==> config.mk <==
export PLATFORM = sky130hd
export DESIGN_NAME = isc_slave
export DESIGN_NICKNAME = d
export VERILOG_FILES = /design/src/logic/isc_pkg.sv /design/src/logic/isc_slave.sv
export SDC_FILE = /design/constraint.sdc
export NUM_CORES = 1
export LEC_CHECK = 0
export BUFFER_PORTS_ARGS = -buffer_cell sky130_fd_sc_hd__buf_2
export CAP_MARGIN = 20
export CELL_PAD_IN_SITES_DETAIL_PLACEMENT = 1
export CELL_PAD_IN_SITES_GLOBAL_PLACEMENT = 2
export CORE_MARGIN = 5
export CORE_UTILIZATION = 40
export CTS_CLUSTER_DIAMETER = 200
export DETAILED_ROUTE_END_ITERATION = 7
export PLACE_DENSITY_LB_ADDON = 0.1
export REMOVE_ABC_BUFFERS = 1
export SETUP_SLACK_MARGIN = 0.1
export SLEW_MARGIN = 20
export SYNTH_ARGS = -nofsm -noshare
export SYNTH_HDL_FRONTEND = slang
export SYNTH_SLANG_ARGS = --single-unit
==> constraint.sdc <==
create_clock -name clock_i -period 14 [get_ports clock_i]
set_input_delay 2.8 -clock clock_i [delete_from_list [all_inputs] [get_ports clock_i]]
set_output_delay 2.8 -clock clock_i [all_outputs]
set_load 0.03 [all_outputs]
==> src/logic/isc_pkg.sv <==
package isc_pkg;

   // Bus addresses, first byte after a start
   localparam logic [7:0] ISC_ADDR_WR       = 8'hd2;
   localparam logic [7:0] ISC_ADDR_RD       = 8'hd3;

   // Register offsets
   localparam logic [7:0] ISC_REG_CFG       = 8'h00;
   localparam logic [7:0] ISC_REG_SYNTH     = 8'h08;
   localparam logic [7:0] ISC_REG_WORD_HI   = 8'h0b;
   localparam logic [7:0] ISC_REG_WORD_MID  = 8'h0c;
   localparam logic [7:0] ISC_REG_WORD_LO   = 8'h0d;
   localparam logic [7:0] ISC_REG_TX_DATA   = 8'h13;

   // Register file size, offsets at or above read as zero
   localparam int         ISC_DEPTH         = 32;
   localparam logic [7:0] ISC_DEPTH_B       = 8'h20;
   localparam logic [7:0] ISC_REG_RST       = 8'h00;

   // Field positions
   localparam int         ISC_XDIV_LSB      = 4;
   localparam int         ISC_LO_OUTPUT_DIVIDER_LSB     = 4;
   localparam int         ISC_FRAC_BIT      = 0;

   // Crystal divider codes and ratios
   localparam logic [1:0] ISC_XDIV_13M      = 2'h0;
   localparam logic [1:0] ISC_XDIV_16M      = 2'h1;
   localparam logic [1:0] ISC_XDIV_19M2     = 2'h2;
   localparam logic [2:0] ISC_RATIO_13M     = 3'h4;
   localparam logic [2:0] ISC_RATIO_16M     = 3'h5;
   localparam logic [2:0] ISC_RATIO_19M2    = 3'h6;

   // Legal integer part of the synthesizer divide ratio
   localparam logic [7:0] ISC_NDIV_MIN      = 8'h0b;
   localparam logic [7:0] ISC_NDIV_MAX      = 8'h48;

   // Bit counter marks
   localparam logic [3:0] ISC_LAST_BIT      = 4'h7;
   localparam logic [3:0] ISC_TX_DONE       = 4'h8;
   localparam logic [3:0] ISC_ONE           = 4'h1;

   // Synchroniser reset value: scl, sda high, selects low
   localparam logic [3:0] ISC_SYNC_RST      = 4'h3;

   // Slave engine states, Gray along the write path
   typedef enum logic [2:0] {
      ISC_IDLE = 3'h0,
      ISC_ADDR = 3'h1,
      ISC_ACK  = 3'h3,
      ISC_RX   = 3'h2,
      ISC_TX   = 3'h6,
      ISC_MACK = 3'h7
   } isc_state_type;

endpackage

==> src/logic/isc_slave.sv <==
// Function
// - Bus active only with both selects grounded
// - Nine clocks per byte, eight bits plus acknowledge
// - SDA change during SCL high is control
// - Lines idle high, release outside transfers
// - Detect start and stop conditions
// - Acknowledge: hold SDA low through ninth pulse
// - Not-acknowledge: SDA released high on ninth
// - Answer address bytes 0xd2 and 0xd3
// - Watch start plus address, acknowledge, then direction
// - Write: address, pointer, data, each acknowledged
// - Data bytes travel most significant bit first
// - Burst writes go to successive registers until stop
// - Start crystal oscillator when addressed
// - Divider select codes give ratios 4, 5, 6
// - Carrier word 24 bits at 0x0b..0x0d
// - Sixteen-bit fractional divider, ratio 11 to 72
// - LO divider field drives output divider
// - Fractional bit cleared means integer-N
// - Read: pointer, repeat start, data until NACK
// - Transmit data register does not auto-increment
`timescale 1ns/10ps
`default_nettype none
module isc_slave
   import isc_pkg::*;
(
   // Clock and reset
   input  wire logic        clock_i,
   input  wire logic        rst_i,
   // Mode select pins
   input  wire logic        preset_select_pin_0_i,
   input  wire logic        preset_select_pin_1_i,
   // Two-wire bus
   input  wire logic        scl_i,
   input  wire logic        sda_i,
   output logic             sda_o,
   output logic             sda_oe_o,
   // Oscillator control
   output logic             crystal_oscillator_enable_o,
   // Crystal divider
   output logic [1:0]       crystal_divider_select_o,
   output logic [2:0]       crystal_divide_ratio_o,
   // Synthesizer configuration
   output logic [23:0]      carrier_frequency_word_o,
   output logic [7:0]       synth_integer_ratio_o,
   output logic [15:0]      synth_fraction_o,
   output logic             synth_ratio_valid_o,
   output logic [1:0]       lo_output_divider_o,
   output logic             fractional_synth_enable_o,
   // Transmit data toward the transmit FIFO
   output logic [7:0]       tx_data_o,
   output logic             tx_data_valid_o,
   // Status
   output logic             bus_enabled_o
);

   // Input synchronisers: first stage read only by the second
   logic [3:0]    meta_r;            // {preset_select_pin_1, preset_select_pin_0, scl, sda}, first stage
   logic [3:0]    sync_r;            // Second stage, safe to use
   logic [1:0]    prev_r;            // Previous scl, sda for edge finding

   // Slave engine state
   isc_state_type state_r, state_nxt;
   logic [3:0]    cnt_r, cnt_nxt;     // SCL rising edges in current byte
   logic [7:0]    sh_r, sh_nxt;       // Shift register, MSB on the wire
   logic [7:0]    ptr_r, ptr_nxt;     // Register pointer
   logic          ptr_phase_r, ptr_phase_nxt; // Next received byte is pointer
   logic          to_tx_r, to_tx_nxt; // After acknowledge, send data
   logic          drive_r, drive_nxt; // Pulling SDA low
   logic          xo_r, xo_nxt;       // Oscillator running
   logic [7:0]    txd_r, txd_nxt;     // Last byte for the transmit FIFO
   logic          txv_r, txv_nxt;     // One-cycle valid for it

   // Register file and its write port
   logic [7:0]    mem_r [ISC_DEPTH];
   logic          wr_en;
   logic [7:0]    wr_data;

   // Decoded bus events
   logic          scl_s;
   logic          sda_s;
   logic          scl_rise;
   logic          scl_fall;
   logic          start_cond;
   logic          stop_cond;
   logic          bus_en;
   logic [7:0]    rd_data;
   logic [7:0]    rx_byte;
   logic [7:0]    ptr_inc;

   // Two flip-flops on every pin, plus one history stage on scl and sda
   always_ff @(posedge clock_i or posedge rst_i) begin
      if (rst_i) begin
         meta_r <= ISC_SYNC_RST;
         sync_r <= ISC_SYNC_RST;
         prev_r <= ISC_SYNC_RST[1:0];
      end else begin
         meta_r <= {preset_select_pin_1_i, preset_select_pin_0_i, scl_i, sda_i};
         sync_r <= meta_r;
         prev_r <= sync_r[1:0];
      end
   end

   // Edge and condition decode on synchronised lines
   assign scl_s      = sync_r[1];
   assign sda_s      = sync_r[0];
   assign scl_rise   = scl_s & ~prev_r[1];
   assign scl_fall   = ~scl_s & prev_r[1];
   assign start_cond = scl_s & prev_r[1] & prev_r[0] & ~sda_s;
   assign stop_cond  = scl_s & prev_r[1] & ~prev_r[0] & sda_s;
   assign bus_en     = ~sync_r[2] & ~sync_r[3];

   // Read data; unmapped offsets answer zero
   assign rd_data = (ptr_r < ISC_DEPTH_B) ? mem_r[ptr_r[4:0]] : ISC_REG_RST;
   // Byte as it stands after the current bit is shifted in
   assign rx_byte = {sh_r[6:0], sda_s};
   // The transmit data register holds the pointer still
   assign ptr_inc = (ptr_r == ISC_REG_TX_DATA) ? ptr_r : 8'(ptr_r + 8'h01);

   // Slave engine next-state logic
   always_comb begin
      state_nxt     = state_r;
      cnt_nxt       = cnt_r;
      sh_nxt        = sh_r;
      ptr_nxt       = ptr_r;
      ptr_phase_nxt = ptr_phase_r;
      to_tx_nxt     = to_tx_r;
      drive_nxt     = drive_r;
      xo_nxt        = xo_r;
      txd_nxt       = txd_r;
      txv_nxt       = 1'b0;
      wr_en         = 1'b0;
      wr_data       = rx_byte;
      if (!bus_en) begin
         // Preset mode: never touch the bus
         state_nxt = ISC_IDLE;
         drive_nxt = 1'b0;
      end else if (start_cond) begin
         // Start or repeated start: pointer is kept for reads
         state_nxt = ISC_ADDR;
         cnt_nxt   = 4'h0;
         drive_nxt = 1'b0;
      end else if (stop_cond) begin
         // Stop ends everything and frees the line
         state_nxt = ISC_IDLE;
         drive_nxt = 1'b0;
      end else begin
         case (state_r)
            ISC_IDLE: begin
               // Waiting for a start
               drive_nxt = 1'b0;
            end
            ISC_ADDR: begin
               // Collect address byte on rising edges
               if (scl_rise) begin
                  sh_nxt  = rx_byte;
                  cnt_nxt = 4'(cnt_r + ISC_ONE);
                  if (cnt_r == ISC_LAST_BIT) begin
                     if (rx_byte == ISC_ADDR_WR || rx_byte == ISC_ADDR_RD) begin
                        state_nxt     = ISC_ACK;
                        to_tx_nxt     = rx_byte[0];
                        ptr_phase_nxt = ~rx_byte[0];
                        xo_nxt        = 1'b1;
                     end else begin
                        // Someone else's address: stay silent until next start
                        state_nxt = ISC_IDLE;
                     end
                  end
               end
            end
            ISC_ACK: begin
               // Pull low at the fall after bit 8, free at the fall after bit 9
               if (scl_fall) begin
                  if (!drive_r) begin
                     drive_nxt = 1'b1;
                  end else if (to_tx_r) begin
                     // Hand over straight into the first data bit
                     state_nxt = ISC_TX;
                     sh_nxt    = rd_data;
                     drive_nxt = ~rd_data[7];
                     cnt_nxt   = 4'h0;
                     ptr_nxt   = ptr_inc;
                  end else begin
                     state_nxt = ISC_RX;
                     drive_nxt = 1'b0;
                     cnt_nxt   = 4'h0;
                  end
               end
            end
            ISC_RX: begin
               // Pointer byte or data byte from the master
               if (scl_rise) begin
                  sh_nxt  = rx_byte;
                  cnt_nxt = 4'(cnt_r + ISC_ONE);
                  if (cnt_r == ISC_LAST_BIT) begin
                     state_nxt = ISC_ACK;
                     to_tx_nxt = 1'b0;
                     if (ptr_phase_r) begin
                        ptr_nxt       = rx_byte;
                        ptr_phase_nxt = 1'b0;
                     end else begin
                        // Store, then acknowledge once stored
                        wr_en   = (ptr_r < ISC_DEPTH_B);
                        ptr_nxt = ptr_inc;
                        if (ptr_r == ISC_REG_TX_DATA) begin
                           txd_nxt = rx_byte;
                           txv_nxt = 1'b1;
                        end
                     end
                  end
               end
            end
            ISC_TX: begin
               // Send a byte; a 1 bit means release the line
               if (scl_rise) begin
                  cnt_nxt = 4'(cnt_r + ISC_ONE);
               end else if (scl_fall) begin
                  if (cnt_r == ISC_TX_DONE) begin
                     // Let the master answer on the ninth pulse
                     state_nxt = ISC_MACK;
                     drive_nxt = 1'b0;
                     cnt_nxt   = 4'h0;
                  end else begin
                     sh_nxt    = {sh_r[6:0], 1'b0};
                     drive_nxt = ~sh_r[6];
                  end
               end
            end
            ISC_MACK: begin
               // Master acknowledge continues, not-acknowledge ends the read
               if (scl_rise) begin
                  if (sda_s) begin
                     state_nxt = ISC_IDLE;
                  end else begin
                     cnt_nxt = ISC_ONE;
                  end
               end else if (scl_fall && cnt_r == ISC_ONE) begin
                  state_nxt = ISC_TX;
                  sh_nxt    = rd_data;
                  drive_nxt = ~rd_data[7];
                  cnt_nxt   = 4'h0;
                  ptr_nxt   = ptr_inc;
               end
            end
            default: begin
               state_nxt = ISC_IDLE;
               drive_nxt = 1'b0;
            end
         endcase
      end
   end

   // Slave engine registers
   always_ff @(posedge clock_i or posedge rst_i) begin
      if (rst_i) begin
         state_r     <= ISC_IDLE;
         cnt_r       <= 4'h0;
         sh_r        <= 8'h00;
         ptr_r       <= 8'h00;
         ptr_phase_r <= 1'b0;
         to_tx_r     <= 1'b0;
         drive_r     <= 1'b0;
         xo_r        <= 1'b0;
         txd_r       <= 8'h00;
         txv_r       <= 1'b0;
      end else begin
         state_r     <= state_nxt;
         cnt_r       <= cnt_nxt;
         sh_r        <= sh_nxt;
         ptr_r       <= ptr_nxt;
         ptr_phase_r <= ptr_phase_nxt;
         to_tx_r     <= to_tx_nxt;
         drive_r     <= drive_nxt;
         xo_r        <= xo_nxt;
         txd_r       <= txd_nxt;
         txv_r       <= txv_nxt;
      end
   end

   // Register file; reserved bits are simply stored and read back
   always_ff @(posedge clock_i or posedge rst_i) begin
      if (rst_i) begin
         for (int i = 0; i < ISC_DEPTH; i++) begin
            mem_r[i] <= ISC_REG_RST;
         end
      end else if (wr_en) begin
         mem_r[ptr_r[4:0]] <= wr_data;
      end
   end

   // Open drain: only ever pulls low
   assign sda_o    = 1'b0;
   assign sda_oe_o = drive_r;

   // Crystal divider decode; the spare code falls back to 16 MHz
   always_comb begin
      crystal_divider_select_o = mem_r[ISC_REG_CFG[4:0]][ISC_XDIV_LSB +: 2];
      case (crystal_divider_select_o)
         ISC_XDIV_13M:  crystal_divide_ratio_o = ISC_RATIO_13M;
         ISC_XDIV_16M:  crystal_divide_ratio_o = ISC_RATIO_16M;
         ISC_XDIV_19M2: crystal_divide_ratio_o = ISC_RATIO_19M2;
         default:       crystal_divide_ratio_o = ISC_RATIO_16M;
      endcase
   end

   // Synthesizer view of the configuration
   assign carrier_frequency_word_o  = {mem_r[ISC_REG_WORD_HI[4:0]],
                                       mem_r[ISC_REG_WORD_MID[4:0]],
                                       mem_r[ISC_REG_WORD_LO[4:0]]};
   assign fractional_synth_enable_o = mem_r[ISC_REG_SYNTH[4:0]][ISC_FRAC_BIT];
   assign lo_output_divider_o       = mem_r[ISC_REG_SYNTH[4:0]][ISC_LO_OUTPUT_DIVIDER_LSB +: 2];
   assign synth_integer_ratio_o     = carrier_frequency_word_o[23:16];
   // Integer-N drops the fraction so the modulator sees zero
   assign synth_fraction_o          = fractional_synth_enable_o ?
                                      carrier_frequency_word_o[15:0] : 16'h0000;
   assign synth_ratio_valid_o       = (synth_integer_ratio_o >= ISC_NDIV_MIN) &&
                                      (synth_integer_ratio_o <= ISC_NDIV_MAX);

   // Status and side outputs
   assign crystal_oscillator_enable_o = xo_r;
   assign tx_data_o                   = txd_r;
   assign tx_data_valid_o             = txv_r;
   assign bus_enabled_o               = bus_en;

endmodule
`default_nettype wire

# Yosys cells after proc, flatten, opt, wreduce, memory -nomap -nowiden

Index checks and enable logic that the tools add are counted.

Multiplexer cells: 96
Order comparisons: 5
Bitwise operators: 20
Equal/unequal tests: 49
Reductions and logical operators: 19
$add $sub $neg: 2

Operators with widths:

| cell               | count |
|---|---|
| $bwmux 256         | 1 |
| $mux 8             | 13 |
| $mux 7             | 9 |
| $ne 5x5->1 const B | 11 |
| $mux 3             | 16 |
| $mux 4             | 11 |
| $bmux 8 s5         | 1 |
| $demux 8 s5        | 1 |
| $mux 1             | 34 |
| $ne 2x2->1 const B | 14 |
| $pmux 7 s4         | 1 |
| $pmux 8 s3         | 1 |
| $ne 4x4->1 const B | 5 |
| $pmux 3 s6         | 1 |
| $eq 8x8->1 const B | 2 |
| $mux 16            | 1 |
| $pmux 4 s4         | 1 |
| $reduce_and 13->1  | 1 |
| $ne 6x6->1 const B | 2 |
| $reduce_and 12->1  | 1 |
| $not 1->1          | 11 |
| $reduce_and 11->1  | 1 |
| $reduce_and 10->1  | 1 |
| $reduce_and 9->1   | 1 |
| other kinds (37)   | 50 |

Bits of input ports: 6
Output and inout port bits: 70
Register bits after elaboration: 301
Logic and storage cells: 236

# Logic depth before layout (Yosys ltp)

Depth in word-level cells: 13
Depth in mapped cells: 10
Gate-level depth less buffers: 8

# Worst setup path before layout

No wires, ideal clock.

Path type: register to output
From: register mem_r, in the netlist synth_integer_ratio_o[2]
To: output port synth_ratio_valid_o
Data arrival time: 1610 ps
Slack: 9590 ps
Stages on the path, launching flop included: 4
Path buffers: 0
Data required time: 11200 ps
Cell sequence: dfrtp_1 > o31a_1 > o31a_1 > nor3_1

Longest elaborated chain between the ends: 2
Elaborated cells between the ends (all ways): 3
Classes of those cells: order compare (2); reduce/logical (1)

Ends and longest elaborated chain:

| element                                  | line                               | source |
|---|---|---|
| from (decl)                              | isc_slave.sv:75                    | `logic [7:0] mem_r [ISC_DEPTH];` |
| from (signal, indexed assignment)        | isc_slave.sv:287                   | `mem_r[ptr_r[4:0]] <= wr_data;` |
| $ge 8x4->1 or $le 8x7->1 (tied branches) | isc_slave.sv:316, isc_slave.sv:317 |  |
| $logic_and 1x1->1 (*)                    | isc_slave.sv:316                   | `assign synth_ratio_valid_o = (synth_integer_ratio_o >= ISC_NDIV_MIN) &&` |
| to (decl)                                | isc_slave.sv:47                    | `output logic synth_ratio_valid_o,` |

Every way passes the cells marked *; elsewhere a longest branch is shown, timed or not.

# Worst setup path after layout

Same ends and word-level chain as after synthesis.

==> results_dict.tcl <==
set metrics [dict create \
    final_nets 1221 \
    cp_cell_sequence "o31a_1 > o31a_1 > nor3_1 > buf_2" \
    reg2reg_slack_ns 10.54 \
    skew_ns 0.0186 \
    critical-path-slowest-cell "dfrtp_1" \
    yosysUniqueCellTypes 66 \
    power.density_nw_per_um2 116 \
    slew_headroom_pct 37.0 \
    cts_root_buf "clkbuf_16" \
    synth_top_area_cell "dfrtp_1" \
    track_usage_pct 19.7 \
    worstPathMaxFanout 6 \
    die-area_um2 40700 \
    syn_area_um2 14700 \
    maxSlewViolCount 0 \
    critPathMaxStageDelay_ns 0.43 \
    timing.rr.start "ptr_r[0]" \
    yosysMostFrequentCell "dfrtp_1" \
    wl_per_cell_um 23.7 \
    path_clk_slew_ns 0.06 \
    worstReg2RegEnd "sh_r[0]" \
    postSynthAreaPerCell_um2 12.3 \
    layout-drive-gt1-share_pct 35.0 \
    clock_latency_ns 0.53 \
    drcViolationCount 0 \
    worstPathArrival_ns 1.89 \
    cp_common_cell "o31a_1" \
    ys_seq_elements 301 \
    start_util_pct 40.3 \
    dp.final_hpwl_um 25900 \
    drt-vias-per-instance 5.61 \
    yosys_most_used_dff "dfrtp_1" \
    insertedDiodeCount 0 \
    coreArea_um2 36400 \
    synth_top_area_share_pct 50.2 \
    grt_max_degree 122 \
    hold_viol_final 0 \
    rsz0062_at_grt "false" \
    setup_violations 0 \
    worst_ir_drop_vdd_v 0.0000830 \
    vias 9540 \
    io_buffers 73 \
    first_global_vias 10253 \
    first_pass_iters 4 \
    cts_tree "done" \
    place.gp.congestion 0.745 \
    drtAntennaViolNets 0 \
    synth_seq_area_share_pct 51.3 \
    rows 70 \
    grt_pass1_wl_um 63300 \
    fmax_mhz 213 \
    status "finished, final reports clean" \
    multi_input_comb_area_um2 6490 \
    clock-sinks 301 \
    timing.setup.critical_path_class "reg -> out" \
    ys_warn_count 0 \
    grt.overflow.total 0 \
    hold_depth 0 \
    worst-r2r-cell-count 5 \
    cts_htree_levels 2 \
    synth_area_leaders "dfrtp_1 50%, mux2_2 20%, mux2i_1 8.5%, o22ai_1 2.7%, buf_4 2.0%" \
    leakage_nw 7.66 \
    fin_crit_sh_pct 33.5 \
    clock_path_buffers 3 \
    ys_async_sr_fraction_pct 100 \
    die_width_um 202 \
    fill_cells 3790 \
    wl_um 40300 \
    hold_start "meta_r[3]" \
    die_height_um 202 \
    cap_violations 0 \
    seq_area_um2 7540 \
    critPathRequiredTime_ns 11.20 \
    postCtsHoldBufs 0 \
    hold_end "sync_r[3]" \
    tightest_slew_ns 0.945 \
    syn_to_final_growth_pct 11.7 \
    io_pins 76 \
    hold_class "reg -> reg" \
    synthCells 1195 \
    cts_setup_buffers 0 \
    synth-edff-count 0 \
    fin_crit_ns 4.69 \
    synth_common_cells "295 x dfrtp_1, 265 x mux2_2, 125 x mux2i_1" \
    antenna_found_initial 0 \
    post_cts_resized 0 \
    numCtsBuffers 36 \
    start_kind "flop" \
    total_power_w 0.00190 \
    cp-end-kind "output pin" \
    drtIter0Drc 400 \
    tns_ns 0 \
]
## layout make-up
cell class	instances	area share, %
flip-flops and latches	301	46.0
clock inverters	9	0.778
repair buffers	86	2.82
inverters	16	0.412
clock buffers	57	6.89
multi-input cells	764	39.6
well taps	468	3.57
## critical path, delay by kind of cell (launching register included)
kind | cells | cell delay (ns)
AOI/OAI and AO/OA | 2 | 0.55
buffers and inverters | 1 | 0.22
DFF | 1 | 0.43
and+or+nand+nor | 1 | 0.16
## registers in the layout, summed over array words and instances (netlist names)
register                     flops
lo_output_divider_o              2
prev_r                           2
sda_oe_o                         1
carrier_frequency_word_o        16
synth_integer_ratio_o            8
crystal_divider_select_o         2
sync_r                           4
meta_r                           4
cnt_r                            4
state_r                          3
sh_r                             7
crystal_oscillator_enable_o      1
ptr_phase_r                      1
tx_data_o                        8
tx_data_valid_o                  1
ptr_r                            8
fractional_synth_enable_o        1
mem_r                          227
to_tx_r                          1
## cell usage in the layout (no fill, tap or decap), types with 3 or more instances in the layout
cell,instances
a21oi_1,18
a31oi_1,6
and2_1,18
and3_1,7
buf_2,73
buf_4,13
bufinv_16,3
clkbuf_1,7
clkbuf_16,37
clkbuf_8,13
clkinv_2,4
dfrtp_1,294
dfstp_2,6
ha_1,10
inv_1,14
mux2_2,265
mux2i_1,125
nand2_1,68
nand3_1,14
nand4_1,3
nor2_1,36
nor2b_1,10
nor3_1,10
nor4_1,18
o211ai_1,3
o21ai_0,19
o22a_1,7
o22ai_1,63
o2bb2ai_1,8
or2_2,3
or3_1,3
## report_power, final
part | total (W) | switching, W | leakage [nW] | internal, W
clock network | 0.000981 | 0.000371 | 0.625 | 0.000610
logic | 0.0000446 | 0.0000386 | 2.86 | 0.00000600
registers | 0.000875 | 0.00000143 | 4.17 | 0.000873
total | 0.00190 | 0.000411 | 7.66 | 0.00149
## through the flow
stage	instance area (µm²)	cells	worst slack (ns)	util, %	hold slack [ns]
after floorplan	14100	1081	2.89	-	0.331
after global placement	15100	1635	9.47	41.6	0.335
after CTS	16400	1701	9.29	45.0	0.352
final	16400	1701	9.31	45.0	0.353
after global routing	16400	1701	9.25	45.0	0.361
after detailed placement	15200	1635	9.46	41.6	0.340
## routing by layer
layer	wire [µm]	global-route usage, %
met4	808	4.91
met1	19800	29.3
met3	1520	3.14
met5	0	0
met2	18200	30.3
## how the worst max path moves through the flow
stage,to,startpoint
after global routing,synth_ratio_valid_o,synth_integer_ratio_o[2]
after floorplan,carrier_frequency_word_o[0],rst_i
after global placement,ptr_r[0],rst_i
after detailed placement,mem_r[222],rst_i
after CTS,synth_ratio_valid_o,synth_integer_ratio_o[2]
final,synth_ratio_valid_o,synth_integer_ratio_o[2]
## cells by family after synthesis
logic type	count (synthesis)	synth area share, %
flip-flops	301	51.3
multiplexers	392	29.1
buffers and inverters	130	4.53
adder cells (fa/ha/maj)	10	0.851
XOR/XNOR	1	0.0596
other	2	0.0511
AND/OR/NAND/NOR	209	7.26
AO/OA/AOI/OAI	150	6.80
Power figures use the tool's default switching activity.
